<file path="src/shared/ipa_cfg.svh">
// Register offsets, field positions and reset values of the page invalidation block.
`ifndef IPA_CFG_SVH
`define IPA_CFG_SVH

// Byte offsets of the 32-bit register words.
`define IPA_ECAP_OFF      8'h00
`define IPA_IVA_LO_OFF    8'h10
`define IPA_IVA_HI_OFF    8'h14
`define IPA_CMD_OFF       8'h18
`define IPA_STAT_OFF      8'h1c
`define IPA_DONE_OFF      8'h20

// Shift that turns a byte offset into a quadword index.
`define IPA_QWORD_SHIFT   3

// Fields of the low address word.
`define IPA_MASK_LSB      0
`define IPA_MASK_MSB      5
`define IPA_HINT_BIT      6
`define IPA_ADDR_LSB      12
`define IPA_ADDR_MSB      31
`define IPA_PAGE_SHIFT    12

// Fields of the command word.
`define IPA_CMD_GO_BIT    0
`define IPA_CMD_DID_LSB   16

// Fields of the status word.
`define IPA_STAT_BUSY_BIT 0
`define IPA_STAT_ERR_BIT  1
`define IPA_STAT_CNT_LSB  8

// Fields of the extended capability word.
`define IPA_ECAP_IRO_LSB  0
`define IPA_ECAP_MAM_LSB  16
`define IPA_ECAP_MAX_GUEST_ADDR_WIDTH_LSB 24

// Reset values.
`define IPA_ZERO32        32'h0000_0000
`define IPA_PAGE_RST      52'h0_0000_0000_0000
`define IPA_PAGE_LO_RST   20'h0_0000
`define IPA_MASK_RST      6'h00

`endif

</file>
<file path="src/shared/ipa_pkg.sv">
// Types shared by the page invalidation block.
package ipa_pkg;
   typedef logic [51:0] ipa_page_type;
   typedef logic [5:0]  ipa_mask_type;
   typedef enum logic [0:0]
   {
      IPA_IDLE  = 1'b0,
      IPA_APPLY = 1'b1
   } ipa_state_type;
endpackage

</file>
<file path="src/shared/ipa_req_if.sv">
// Interface that carries one pending page invalidation request between modules.
`timescale 1ns/1ps
interface ipa_req_if #(parameter int DIDW = 16);
   import ipa_pkg::*;
   ipa_page_type    page;   // Page number, address bits 63:12.
   ipa_mask_type    mask;   // Order of the naturally aligned page group.
   logic            hint;   // Non-leaf entries may be kept when high.
   logic [DIDW-1:0] domain_identifier;    // Domain whose entries are targeted.
   modport src (output page, output mask, output hint);
   modport cmd (output domain_identifier);
   modport dst (input page, input mask, input hint, input domain_identifier);
endinterface

</file>
<file path="src/design/ipa_top.sv">
// Page-selective-within-domain invalidation unit with a small translation cache.
//
// Function
// - Address register takes writes; reads return nothing useful.
// - Register offset quadword aligned, advertised in capability.
// - Address bits above guest width are ignored.
// - Hint zero flushes leaf and non-leaf matches.
// - Hint one keeps non-leaf entries, flushes leaf.
// - Mask n ignores address bits 12 to 11+n.
//
// Added by the designer: the plain strobed port and the placing of the registers.
`timescale 1ns/1ps
`include "ipa_cfg.svh"
module ipa_top
   import ipa_pkg::*;
#(
   parameter int ENTRIES  = 8,   // Cached translation entries.
   parameter int MAX_GUEST_ADDR_WIDTH     = 48,  // Supported guest address width.
   parameter int DIDW     = 16,  // Domain identifier width.
   parameter int MAX_MASK = 9,   // Largest mask order accepted.
   parameter int IDXW     = $clog2(ENTRIES)
)
(
   input  wire logic               clk,          // System clock, 100 MHz.
   input  wire logic               sys_rst,      // Synchronous reset, active high.
   input  wire logic [7:0]         reg_addr,     // Register byte address.
   input  wire logic [31:0]        reg_wdata,    // Register write data.
   input  wire logic               reg_wr,       // Write strobe.
   input  wire logic               reg_rd,       // Read strobe.
   output logic      [31:0]        reg_rdata,    // Read data, cycle after the strobe.
   input  wire logic               fill_en,      // Load one cache entry.
   input  wire logic [IDXW-1:0]    fill_idx,     // Entry slot to load.
   input  wire logic               fill_leaf,    // Entry is a leaf translation.
   input  wire logic [DIDW-1:0]    fill_did,     // Entry domain.
   input  wire ipa_page_type       fill_page,    // Entry page number.
   input  wire logic               lk_en,        // Lookup request.
   input  wire logic [DIDW-1:0]    lk_did,       // Lookup domain.
   input  wire ipa_page_type       lk_page,      // Lookup page number.
   output logic                    lk_hit,       // Lookup found a valid entry.
   output logic                    lk_leaf,      // Found entry is a leaf.
   output logic                    inv_busy,     // Invalidation being applied.
   output logic      [ENTRIES-1:0] entry_valid   // Valid bit of every entry.
);
   // Elaboration check on parameters the logic cannot serve.
   if (ENTRIES < 2 || ENTRIES > 255 || MAX_GUEST_ADDR_WIDTH < 13 || MAX_GUEST_ADDR_WIDTH > 64 ||
       DIDW < 1 || DIDW > 16 || MAX_MASK < 0 || MAX_MASK > 52)
   begin : g_bad_param
      $error("ipa_top: unsupported parameter values");
   end

   // Keep mask of page bits below the guest width, and limits at register widths.
   localparam ipa_page_type MAX_GUEST_ADDR_WIDTH_KEEP = ipa_page_type'((53'h1 << (MAX_GUEST_ADDR_WIDTH - 12)) - 53'h1);
   localparam logic [5:0]   MAX_MASK_V = 6'(MAX_MASK);
   localparam logic [7:0]   MAX_GUEST_ADDR_WIDTH_V     = 8'(MAX_GUEST_ADDR_WIDTH);

   ipa_req_if #(.DIDW(DIDW)) req ();

   ipa_state_type     state_q;
   logic [DIDW-1:0]   did_q;
   logic              err_q;
   logic [31:0]       done_q;
   logic [31:0]       rdata_q;
   logic              lk_hit_q;
   logic              lk_leaf_q;
   logic [ENTRIES-1:0] valid_q;
   logic [ENTRIES-1:0] leaf_q;
   logic [DIDW-1:0]   did_mem  [ENTRIES];
   ipa_page_type      page_mem [ENTRIES];
   logic [ENTRIES-1:0] hit;
   logic              wr_lo;
   logic              wr_hi;
   logic              wr_cmd;
   logic              wr_stat;
   logic              go_req;
   logic              go_ok;
   logic              go_bad;
   logic [7:0]        valid_cnt;
   logic              lk_any;
   logic              lk_any_leaf;

   // Register write decode; the address words sit at a quadword-aligned offset.
   assign wr_lo   = reg_wr && (reg_addr == `IPA_IVA_LO_OFF);
   assign wr_hi   = reg_wr && (reg_addr == `IPA_IVA_HI_OFF);
   assign wr_cmd  = reg_wr && (reg_addr == `IPA_CMD_OFF);
   assign wr_stat = reg_wr && (reg_addr == `IPA_STAT_OFF);

   // The address register itself, a write-only store of page, hint and mask.
   ipa_addr_reg u_addr
   (
      .clk     (clk),
      .sys_rst (sys_rst),
      .wr_lo   (wr_lo),
      .wr_hi   (wr_hi),
      .wdata   (reg_wdata),
      .req     (req.src)
   );

   // A command is refused while busy; an oversize mask is refused and flagged,
   // since a group larger than the reported maximum cannot be served exactly.
   assign go_req = wr_cmd && reg_wdata[`IPA_CMD_GO_BIT] && (state_q == IPA_IDLE);
   assign go_ok  = go_req && (req.mask <= MAX_MASK_V);
   assign go_bad = go_req && (req.mask > MAX_MASK_V);

   // Domain identifier of the command; upper bits beyond DIDW are not kept.
   always_ff @(posedge clk)
   begin
      if (sys_rst)
         did_q <= '0;
      else if (go_req)
         did_q <= reg_wdata[`IPA_CMD_DID_LSB +: DIDW];
   end

   // The latched domain completes the request seen by every comparator.
   assign req.domain_identifier = did_q;

   // One comparator per cache entry, all evaluated in the same cycle.
   for (genvar i = 0; i < ENTRIES; i++)
   begin : g_match
      ipa_match #(.MAX_GUEST_ADDR_WIDTH(MAX_GUEST_ADDR_WIDTH), .DIDW(DIDW)) u_match
      (
         .req       (req.dst),
         .ent_valid (valid_q[i]),
         .ent_did   (did_mem[i]),
         .ent_page  (page_mem[i]),
         .hit       (hit[i])
      );
   end

   // Sequencer: the request is taken in one cycle and applied in the next.
   // A single apply cycle suffices because all comparators work in parallel.
   always_ff @(posedge clk)
   begin
      if (sys_rst)
         state_q <= IPA_IDLE;
      else
      begin
         case (state_q)
            IPA_IDLE:
               if (go_ok)
                  state_q <= IPA_APPLY;
            IPA_APPLY:
               state_q <= IPA_IDLE;
            default:
               state_q <= IPA_IDLE;
         endcase
      end
   end

   // Busy marks the one cycle in which valid bits are cleared.
   assign inv_busy = (state_q == IPA_APPLY);

   // Valid bits: matching leaf entries always go; non-leaf entries go only when
   // the hint is clear. A fill landing in the apply cycle wins over the clear,
   // so a translation loaded after the command is never lost.
   always_ff @(posedge clk)
   begin
      if (sys_rst)
         valid_q <= '0;
      else
      begin
         for (int i = 0; i < ENTRIES; i++)
         begin
            if (fill_en && (fill_idx == IDXW'(i)))
               valid_q[i] <= 1'b1;
            else if (inv_busy && hit[i] && (leaf_q[i] || !req.hint))
               valid_q[i] <= 1'b0;
         end
      end
   end

   // Leaf flag of each slot; reset clears it along with the valid bit.
   always_ff @(posedge clk)
   begin
      if (sys_rst)
         leaf_q <= '0;
      else if (fill_en)
         leaf_q[fill_idx] <= fill_leaf;
   end

   // Domain and page of each slot; no reset is needed because the valid bit
   // gates every use, and leaving it out keeps the array a plain memory.
   always_ff @(posedge clk)
   begin
      if (fill_en)
      begin
         did_mem[fill_idx]  <= fill_did;
         page_mem[fill_idx] <= fill_page;
      end
   end

   // Valid bits are shown as they are stored.
   assign entry_valid = valid_q;

   // Refused-mask flag; a new refusal wins over a write-one clear.
   always_ff @(posedge clk)
   begin
      if (sys_rst)
         err_q <= 1'b0;
      else if (go_bad)
         err_q <= 1'b1;
      else if (wr_stat && reg_wdata[`IPA_STAT_ERR_BIT])
         err_q <= 1'b0;
   end

   // Count of completed invalidations, wrapping.
   // Software can poll it to see that a command it issued has been applied.
   always_ff @(posedge clk)
   begin
      if (sys_rst)
         done_q <= `IPA_ZERO32;
      else if (inv_busy)
         done_q <= done_q + 32'h0000_0001;
   end

   // Number of live entries, shown in the status word.
   always_comb
   begin
      valid_cnt = 8'h00;
      for (int i = 0; i < ENTRIES; i++)
         valid_cnt = valid_cnt + {7'h00, valid_q[i]};
   end

   // Lookup ignores address bits above the guest address width as well.
   always_comb
   begin
      lk_any      = 1'b0;
      lk_any_leaf = 1'b0;
      for (int i = 0; i < ENTRIES; i++)
      begin
         if (valid_q[i] && (did_mem[i] == lk_did) &&
             (((page_mem[i] ^ lk_page) & MAX_GUEST_ADDR_WIDTH_KEEP) == '0))
         begin
            lk_any      = 1'b1;
            lk_any_leaf = lk_any_leaf | leaf_q[i];
         end
      end
   end

   // Lookup answer is registered, one cycle after the request.
   always_ff @(posedge clk)
   begin
      if (sys_rst)
      begin
         lk_hit_q  <= 1'b0;
         lk_leaf_q <= 1'b0;
      end
      else
      begin
         lk_hit_q  <= lk_en && lk_any;
         lk_leaf_q <= lk_en && lk_any_leaf;
      end
   end

   // Lookup answers come straight from their flip-flops.
   assign lk_hit  = lk_hit_q;
   assign lk_leaf = lk_leaf_q;

   // Read mux. The address words answer zero: their content is not meant to be
   // read back, and a fixed value keeps software from relying on it.
   always_ff @(posedge clk)
   begin
      if (sys_rst)
         rdata_q <= `IPA_ZERO32;
      else if (reg_rd)
      begin
         case (reg_addr)
            `IPA_ECAP_OFF:
            begin
               rdata_q <= `IPA_ZERO32;
               rdata_q[`IPA_ECAP_IRO_LSB +: 8]  <= `IPA_IVA_LO_OFF >> `IPA_QWORD_SHIFT;
               rdata_q[`IPA_ECAP_MAM_LSB +: 6]  <= MAX_MASK_V;
               rdata_q[`IPA_ECAP_MAX_GUEST_ADDR_WIDTH_LSB +: 8] <= MAX_GUEST_ADDR_WIDTH_V;
            end
            `IPA_IVA_LO_OFF:
               rdata_q <= `IPA_ZERO32;
            `IPA_IVA_HI_OFF:
               rdata_q <= `IPA_ZERO32;
            `IPA_CMD_OFF:
            begin
               rdata_q <= `IPA_ZERO32;
               rdata_q[`IPA_CMD_DID_LSB +: DIDW] <= did_q;
            end
            `IPA_STAT_OFF:
            begin
               rdata_q <= `IPA_ZERO32;
               rdata_q[`IPA_STAT_BUSY_BIT]     <= inv_busy;
               rdata_q[`IPA_STAT_ERR_BIT]      <= err_q;
               rdata_q[`IPA_STAT_CNT_LSB +: 8] <= valid_cnt;
            end
            `IPA_DONE_OFF:
               rdata_q <= done_q;
            default:
               rdata_q <= `IPA_ZERO32;
         endcase
      end
      else
         rdata_q <= `IPA_ZERO32;
   end

   // Read data is registered, so it stands only in the cycle after the strobe.
   assign reg_rdata = rdata_q;
endmodule

</file>
<file path="src/design/ipa_addr_reg.sv">
// Write-only page address register feeding the invalidation request.
`timescale 1ns/1ps
`include "ipa_cfg.svh"
module ipa_addr_reg
   import ipa_pkg::*;
(
   input  wire logic        clk,      // System clock.
   input  wire logic        sys_rst,  // Synchronous reset, active high.
   input  wire logic        wr_lo,    // Write pulse for the low word.
   input  wire logic        wr_hi,    // Write pulse for the high word.
   input  wire logic [31:0] wdata,    // Write data.
   ipa_req_if.src           req       // Request fields driven out.
);
   logic [19:0]  page_lo_q;
   logic [31:0]  page_hi_q;
   ipa_mask_type mask_q;
   logic         hint_q;

   // Low word holds page bits, hint and mask; bits 11:7 are simply never stored.
   always_ff @(posedge clk)
   begin
      if (sys_rst)
      begin
         page_lo_q <= `IPA_PAGE_LO_RST;
         hint_q    <= 1'b0;
         mask_q    <= `IPA_MASK_RST;
      end
      else if (wr_lo)
      begin
         page_lo_q <= wdata[`IPA_ADDR_MSB:`IPA_ADDR_LSB];
         hint_q    <= wdata[`IPA_HINT_BIT];
         mask_q    <= wdata[`IPA_MASK_MSB:`IPA_MASK_LSB];
      end
   end

   // High word holds address bits 63:32, kept apart so each half has one writer.
   always_ff @(posedge clk)
   begin
      if (sys_rst)
         page_hi_q <= `IPA_ZERO32;
      else if (wr_hi)
         page_hi_q <= wdata;
   end

   // Stored fields go straight onto the request interface.
   assign req.page = {page_hi_q, page_lo_q};
   assign req.mask = mask_q;
   assign req.hint = hint_q;
endmodule

</file>
<file path="src/design/ipa_match.sv">
// Comparator that decides whether one cached entry falls inside the request.
`timescale 1ns/1ps
module ipa_match
   import ipa_pkg::*;
#(
   parameter int MAX_GUEST_ADDR_WIDTH = 48,  // Supported guest address width.
   parameter int DIDW = 16   // Domain identifier width.
)
(
   ipa_req_if.dst                    req,        // Pending request fields.
   input  wire logic                 ent_valid,  // Entry holds a translation.
   input  wire logic    [DIDW-1:0]   ent_did,    // Entry domain.
   input  wire ipa_page_type         ent_page,   // Entry page number.
   output logic                      hit         // Entry matches the request.
);
   // Page bits that exist below the guest address width.
   localparam ipa_page_type MAX_GUEST_ADDR_WIDTH_KEEP = ipa_page_type'((53'h1 << (MAX_GUEST_ADDR_WIDTH - 12)) - 53'h1);

   ipa_page_type mask_keep;

   // Mask order n drops page bits n-1:0, covering 2^n aligned pages.
   assign mask_keep = ~ipa_page_type'((53'h1 << req.mask) - 53'h1);

   // Bits at or above the guest address width take no part in the match.
   assign hit = ent_valid && (ent_did == req.domain_identifier) &&
                (((ent_page ^ req.page) & mask_keep & MAX_GUEST_ADDR_WIDTH_KEEP) == '0);
endmodule

</file>
<file path="config.mk">
export PLATFORM = sky130hd
export DESIGN_NAME = ipa_top
export DESIGN_NICKNAME = d
export VERILOG_FILES = /design/src/shared/ipa_pkg.sv /design/src/shared/ipa_req_if.sv /design/src/design/ipa_top.sv /design/src/design/ipa_addr_reg.sv /design/src/design/ipa_match.sv
export VERILOG_INCLUDE_DIRS = /design/src /design/src/shared
export SDC_FILE = /design/constraint.sdc
export NUM_CORES = 1
export LEC_CHECK = 0
export BUFFER_PORTS_ARGS = -buffer_cell sky130_fd_sc_hd__buf_2
export CAP_MARGIN = 5
export CELL_PAD_IN_SITES_DETAIL_PLACEMENT = 1
export CELL_PAD_IN_SITES_GLOBAL_PLACEMENT = 1
export CORE_ASPECT_RATIO = 0.5
export CORE_MARGIN = 10
export CORE_UTILIZATION = 44
export CTS_CLUSTER_SIZE = 25
export DETAILED_ROUTE_END_ITERATION = 7
export PLACE_DENSITY_LB_ADDON = 0.1
export SKIP_CTS_REPAIR_TIMING = 1
export SKIP_LAST_GASP = 1
export SYNTH_ARGS = -nofsm -noshare
export SYNTH_HDL_FRONTEND = slang
export SYNTH_SLANG_ARGS = --single-unit
</file>
<file path="constraint.sdc">
create_clock -name clk -period 6.7 [get_ports clk]
set_input_delay 0 -clock clk [delete_from_list [all_inputs] [get_ports clk]]
set_output_delay 0 -clock clk [all_outputs]
set_load 0.02 [all_outputs]
</file>
Word-level counts from Yosys, hierarchy flattened
Memories as Yosys holds them, arrays and structs flattened.
Cells that the tools add are included.

operators by class
  add/subtract/negate cells = 9
  $lt $le $gt $ge = 4
  equal/unequal tests = 28
  shift operators = 1
  multiplexer cells = 42
  bitwise gates (word level) = 34
  reductions and logical operators = 105

operators by type and width
  operator                                                                number
  52-bit logical NOT                                                      16
  36-bit XOR                                                              16
  36-bit AND                                                              8
  16-bit equality test                                                    16
  32-bit case mux with 4 select lines                                     1
  1-bit logical AND                                                       68
  1-bit two-way mux                                                       38
  36-bit inverter                                                         1
  1-bit by 6-bit left shift with 36-bit output (first input constant)     1
  36-bit by 1-bit subtractor with 36-bit output (second input constant)   1
  32-bit by 1-bit adder with 32-bit output (second input constant)        1
  8-bit by 5-bit equality test with 1-bit output (second input constant)  4
  2-bit nonzero test                                                      9
  3-bit equality test (second input constant)                             4
  7-bit by 1-bit adder with 8-bit output                                  1
  8-bit bitwise mux                                                       1
  8-bit by 6-bit equality test with 1-bit output (second input constant)  1
  8-bit logical NOT                                                       1
  1-bit logical OR                                                        8
  6-bit by 1-bit adder with 7-bit output                                  1
  1-bit bitwise OR                                                        7
  5-bit by 1-bit adder with 6-bit output                                  1
  3-bit by 2-bit equality test with 1-bit output (second input constant)  2
  6-bit by 4-bit > comparator with 1-bit output (second input constant)   1
  other kinds (14)                                                        15

word-level totals
  flip-flop bits (word level) = 143
  memory bits (writable) = 544
  bits of input ports = 186
  memories = 2

memories
  memory    words  width  rd ports  clocked after memory_dff  wr ports  line           source
  page_mem  8      52     8         0                         1         ipa_top.sv:68  ipa_page_type page_mem [ENTRIES];
  did_mem   8      16     8         0                         1         ipa_top.sv:67  logic [DIDW-1:0] did_mem [ENTRIES];

Logic depth before layout (Yosys ltp)
  depth after elaboration = 19
  gate-level depth with buffers = 14
  gate-level depth less buffers = 11

Hierarchy
A second synthesis with hierarchy kept.

second synthesis, totals
  cells, all modules = 3646
  area total of the unflattened synthesis = 39340.2 µm²

by module, submodules not included
  module                               times used  cells an instance  area an instance (µm²)  seq. area each (µm²)
  ipa_top                              1           1672               25356.8                 18337.6
  ipa_match at g_match[0].u_match ...  5           227                1467.7                  0.0
  ipa_match at g_match[5].u_match ...  3           216                1503.9                  0.0
  ipa_addr_reg                         1           191                2133.3                  1181.1

Worst setup path before layout
Ideal clock, no wire load.

  path kind = input -> register
  start point = input port fill_idx[2]
  end point = register valid_q[2] (netlist: entry_valid[2])
  setup time = 0.093 ns
  arrival = 6.485 ns
  data required time = 6.607 ns
  slack = 0.122 ns
  stages on the path = 7
  cells stage by stage = nor4bb_1 nor4_1 o2111a_1 o2111ai_1 a2111oi_0 and4_1 a31oi_1

between the ends
  longest elaborated chain between the ends = 3
  elaborated cells on any way between the ends = 4

RTL lines
  item                                                            line            source
  start: declaration                                              ipa_top.sv:32   input wire logic [IDXW-1:0] fill_idx,
  3-bit by 2-bit equality test with 1-bit output *                ipa_top.sv:163  if (fill_en && (fill_idx == IDXW'(i)))
  1-bit logical AND *                                             ipa_top.sv:163
  1-bit two-way mux / 2-bit nonzero test (equally long branches)  -
  end signal: assignment                                          ipa_top.sv:158  valid_q <= '0;
  end signal: indexed assignment                                  ipa_top.sv:164  valid_q[i] <= 1'b1;
  end signal: indexed assignment                                  ipa_top.sv:166  valid_q[i] <= 1'b0;
  end: declaration                                                ipa_top.sv:65   logic [ENTRIES-1:0] valid_q;

Every way passes the cells marked *; elsewhere a longest branch is shown, timed or not.
A chain may end at the register's enable or synchronous reset.

Worst setup path after layout
  start point = register u_addr.mask_q[0] (netlist: u_addr.req.mask[0])
  end point = register valid_q[7] (netlist: entry_valid[7])

between the ends
  longest elaborated chain between the ends = 9

RTL lines
  item                                           line                source
  start: declaration                             ipa_addr_reg.sv:16  ipa_mask_type mask_q;
  start signal: assignment                       ipa_addr_reg.sv:26  mask_q <= `IPA_MASK_RST;
  start signal: assignment                       ipa_addr_reg.sv:32  mask_q <= wdata[`IPA_MASK_MSB:`IPA_MASK_LSB];
  1-bit by 6-bit left shift with 36-bit output   ipa_match.sv:22     assign mask_keep = ~ipa_page_type'((53'h1 << req.mask) - 53'h1);
  36-bit by 1-bit subtractor with 36-bit output  ipa_match.sv:22
  36-bit inverter                                ipa_match.sv:22
  36-bit AND                                     ipa_match.sv:26     (((ent_page ^ req.page) & mask_keep & MAX_GUEST_ADDR_WIDTH_KEEP) == '0);
  52-bit logical NOT                             ipa_match.sv:26
  1-bit logical AND                              ipa_match.sv:25     assign hit = ent_valid && (ent_did == req.domain_identifier) &&
  1-bit logical AND (2 in series)                ipa_top.sv:165      else if (inv_busy && hit[i] && (leaf_q[i] || !req.hint))
  2-bit nonzero test (no line)                   -

No other way between the ends.

==> tab_implementation.tex <==
\begin{tabular}{lr}
\hline
Metric & Value \\
\hline
\multicolumn{2}{l}{\textbf{Critical path}} \\
Crit path launch & u\_addr.req.mask[0]\$\_SDFFE\_PP0P\_ \\
Endpoint of the most critical setup path & entry\_valid[7]\$\_SDFFE\_PP0P\_ \\
Flop2flop setup slack & 1780 ps \\
Data required, critical path & 7180 ps \\
Worst R2R Start & u\_addr.req.mask[0]\$\_SDFFE\_PP0P\_ \\
Crit Path Category & reg -> reg \\
Depth of the worst register-to-register path & 11 \\
Worst path arrival time & 5400 ps \\
Nature of the critical path endpoint & flip-flop \\
CP Max Fanout & 20 \\
CP Launch Type & flip-flop \\
Critical R2R Capture & entry\_valid[7]\$\_SDFFE\_PP0P\_ \\
\multicolumn{2}{l}{\textbf{Detailed routing}} \\
Number of detailed-route iterations in the first pass & 6 \\
Antenna-violating nets left & 0 \\
Via count & 24510 \\
Average detailed-routed wire length per instance & 41.05 um \\
Routed wire length & 154600 um \\
Violation count after the first detailed-routing iteration & 4288 \\
Vias/cell & 6.508 \\
Number of remaining DRC errors & 0 \\
\multicolumn{2}{l}{\textbf{Clock network}} \\
Clock slew at reported path FFs & 70 ps \\
Maximum buffer depth of the clock tree & 3 \\
Number of clock sinks & 559 \\
CTS H-tree depth & 2 \\
Clock latency at the later pin of the worst-skew pair & 670 ps \\
Cts bufs inserted & 54 \\
CTS tree & built \\
Root buffer cell & clkbuf\_16 \\
\multicolumn{2}{l}{\textbf{STA}} \\
Share of the cycle needed by the critical path after routing & 0.7341 \\
Sum of negative setup slack & 0 ps \\
Final hold viol count & 0 \\
Worst clock skew & 33.54 ps \\
Number of pins with negative max-slew slack in the final report & 0 \\
Max-slew headroom at the worst pin & 0.03297 \\
Maximum clock frequency & 203.3 MHz \\
Final setup violating endpoints & 0 \\
Setup repair after global routing missed its margin & false \\
Worst-Margin Slew & 1437 ps \\
Period minus WS final & 4918 ps \\
\multicolumn{2}{l}{\textbf{Hold path}} \\
Hold path startpoint & fill\_idx[1] \\
Worst hold-check path type & in -> reg \\
\multicolumn{2}{l}{\textbf{Synthesis}} \\
Number of enable-type register cells in the synthesized netlist & 416 \\
Synthesized area per cell & 11.45 um2 \\
Share of async-settable or async-resettable flops after synthesis & 0 \\
Post-Syn Area & 29530 um2 \\
Share of the yosys chip area belonging to registers & 0.5199 \\
Top\_reg\_cell synth & edfxtp\_1 \\
Net count after synthesis & 2775 \\
Number of distinct library cells after synthesis & 83 \\
Post-synthesis instance total & 2580 \\
YS warnings & 0 \\
Flop and latch count out of synthesis & 559 \\
\multicolumn{2}{l}{\textbf{Final layout}} \\
Layout cell share with drive strength beyond 1 & 0.1299 \\
Number of nets in the layout & 3015 \\
Post-synthesis to final-layout area growth & 15.76\% \\
Most common cell after layout, fill and taps aside & xor2\_1 \\
Most frequent cells in the layout & xor2\_1 (432), edfxtp\_1 (416), xnor2\_1 (371), buf\_2 (195), nand2\_1 (144) \\
\multicolumn{2}{l}{\textbf{Die}} \\
Floorplan die area & 78510 um2 \\
Overall die width & 386.4 um \\
Top-level I/O count & 229 \\
Starting utilization of the core area & 0.4426 \\
Die outline height & 203.2 um \\
Cell row count & 67 \\
CORE AREA & 66730 um2 \\
\multicolumn{2}{l}{\textbf{Pwr}} \\
Overall power after layout & 0.007946 W \\
Static Leakage & 12.35 nW \\
Peak supply drop & 224.9 uV \\
Power per cell area & 232.4 nW/um2 \\
\multicolumn{2}{l}{\textbf{Global routing}} \\
Sum of overflow across all layers after global routing & 0 \\
Antenna violations before repair & 15 \\
Number of global-route vias before repair & 22720 \\
First-pass GRT wire length & 200500 um \\
GRT Overall Usage & 0.3760 \\
Pin count of the biggest net entering global routing & 69 \\
\multicolumn{2}{l}{\textbf{Run status}} \\
Status & finished, final reports clean \\
\multicolumn{2}{l}{\textbf{Place}} \\
GP Congestion & 1.063 \\
IO buf count & 196 \\
Hpwl dp & 120700 um \\
\multicolumn{2}{l}{\textbf{Run}} \\
Max-cap viol count & 0 \\
\hline
\end{tabular}
-- through the flow --
step                      worst slack [ps]  utilization  cells  area [um2]  hold slack, ps
after floorplan                      122.1            -   2580       29530           98.87
after global placement                2171       0.4702   3558       31380           232.0
after detailed placement              2157       0.4707   3560       31410           250.1
after CTS                             2131       0.4970   3660       33170          -432.1
after global routing                  1645       0.5122   3761       34180           35.50
final                                 1782       0.5124   3766       34190           10.77
-- final cells by class --
cell class / count / area (um2)
antenna: 5 / 12.51
clock buffer: 80 / 1559
clock inverter: 20 / 200.2
fill: 7054 / 32540
inverter: 58 / 217.7
multi-input combinational: 1787 / 13260
sequential: 559 / 15350
tap: 897 / 1122
timing repair buffer: 360 / 2467
-- critical path, stage by stage, from the launching register on --
cell	delay, ps
dfxtp_1	300
buf_4	200
or4_4	610
nor2_1	700
inv_1	110
ha_1	380
o21ai_1	380
nand3_1	550
a32oi_1	380
nand3_1	140
nor4_1	850
a31oi_1	150
-- cell families (layout without fill, tap and decap cells) --
group	count (synthesis)	count (layout)	synth area share
AOI/OAI and AO/OA	373	373	0.09350
xor gates and xnor gates	803	803	0.2381
adders and majority gates	9	9	0.004830
buffers and inverters	234	518	0.03385
DFF	559	559	0.5199
muxes	27	27	0.009193
other	0	5	0
and+or+nand+nor	575	575	0.1006
-- registers in the layout, indices dropped and copies added (netlist names) --
register,flops
err_q,1
done_q,32
leaf_q,8
inv_busy,1
lk_leaf,1
did_q,16
u_addr.req.hint,1
reg_rdata,32
lk_hit,1
page_mem,288
entry_valid,8
u_addr.page_lo_q,20
u_addr.page_hi_q,16
did_mem,128
u_addr.req.mask,6
-- where the power goes --
| part | leakage, nW | switching [W] | total, W | internal [W] |
|---|---|---|---|---|
| Sequential | 4.93 | 0.0000997 | 0.00391 | 0.00381 |
| Clock | 0.866 | 0.00148 | 0.00324 | 0.00176 |
| Combinational | 6.55 | 0.000557 | 0.000798 | 0.000241 |
| Total | 12.3 | 0.00213 | 0.00795 | 0.00581 |
-- how the worst min path moves through the flow --
stage / end / slack [ps] / cells after the start
finish: did_mem[4][15]$_DFFE_PP_ / 10 / 3
detailed placement: u_addr.page_hi_q[8]$_SDFFE_PP0P_ / 250 / 3
global route: did_mem[4][2]$_DFFE_PP_ / 40 / 3
global placement: u_addr.page_hi_q[9]$_SDFFE_PP0P_ / 230 / 3
CTS: u_addr.page_hi_q[8]$_SDFFE_PP0P_ / -430 / 3
floorplan: did_mem[0][0]$_DFFE_PP_ / 100 / 0
-- Yosys cell counts (all sizes together), types with 8 or more instances --
cell type	count	area share
a2111oi	17	0.0061
a211oi	12	0.0031
a21oi	70	0.012
a221oi	21	0.0062
a222oi	12	0.0041
a22o	10	0.0030
a22oi	40	0.010
a32oi	11	0.0033
and3	25	0.0053
and4	8	0.0024
buf	73	0.013
clkbuf	103	0.013
dfxtp	143	0.097
edfxtp	416	0.42
inv	58	0.0074
mux2i	26	0.0088
nand2	144	0.018
nand3	19	0.0032
nand4	90	0.019
nor2	124	0.016
nor2b	12	0.0025
nor3	24	0.0041
nor4	84	0.018
o2111ai	14	0.0042
o21ai	46	0.0078
o221ai	12	0.0036
o22ai	30	0.0064
o2bb2ai	13	0.0039
xnor2	371	0.11
xor2	432	0.13
-- per-layer routing --
layer,up-vias,wire (um),global-route usage
met5,-,343,0
met3,225,28000,0.2233
met2,1928,59380,0.4928
li1,9783,-,-
met4,13,4209,0.08947
met1,12560,62670,0.5183
(Power assumes the default switching activity.)
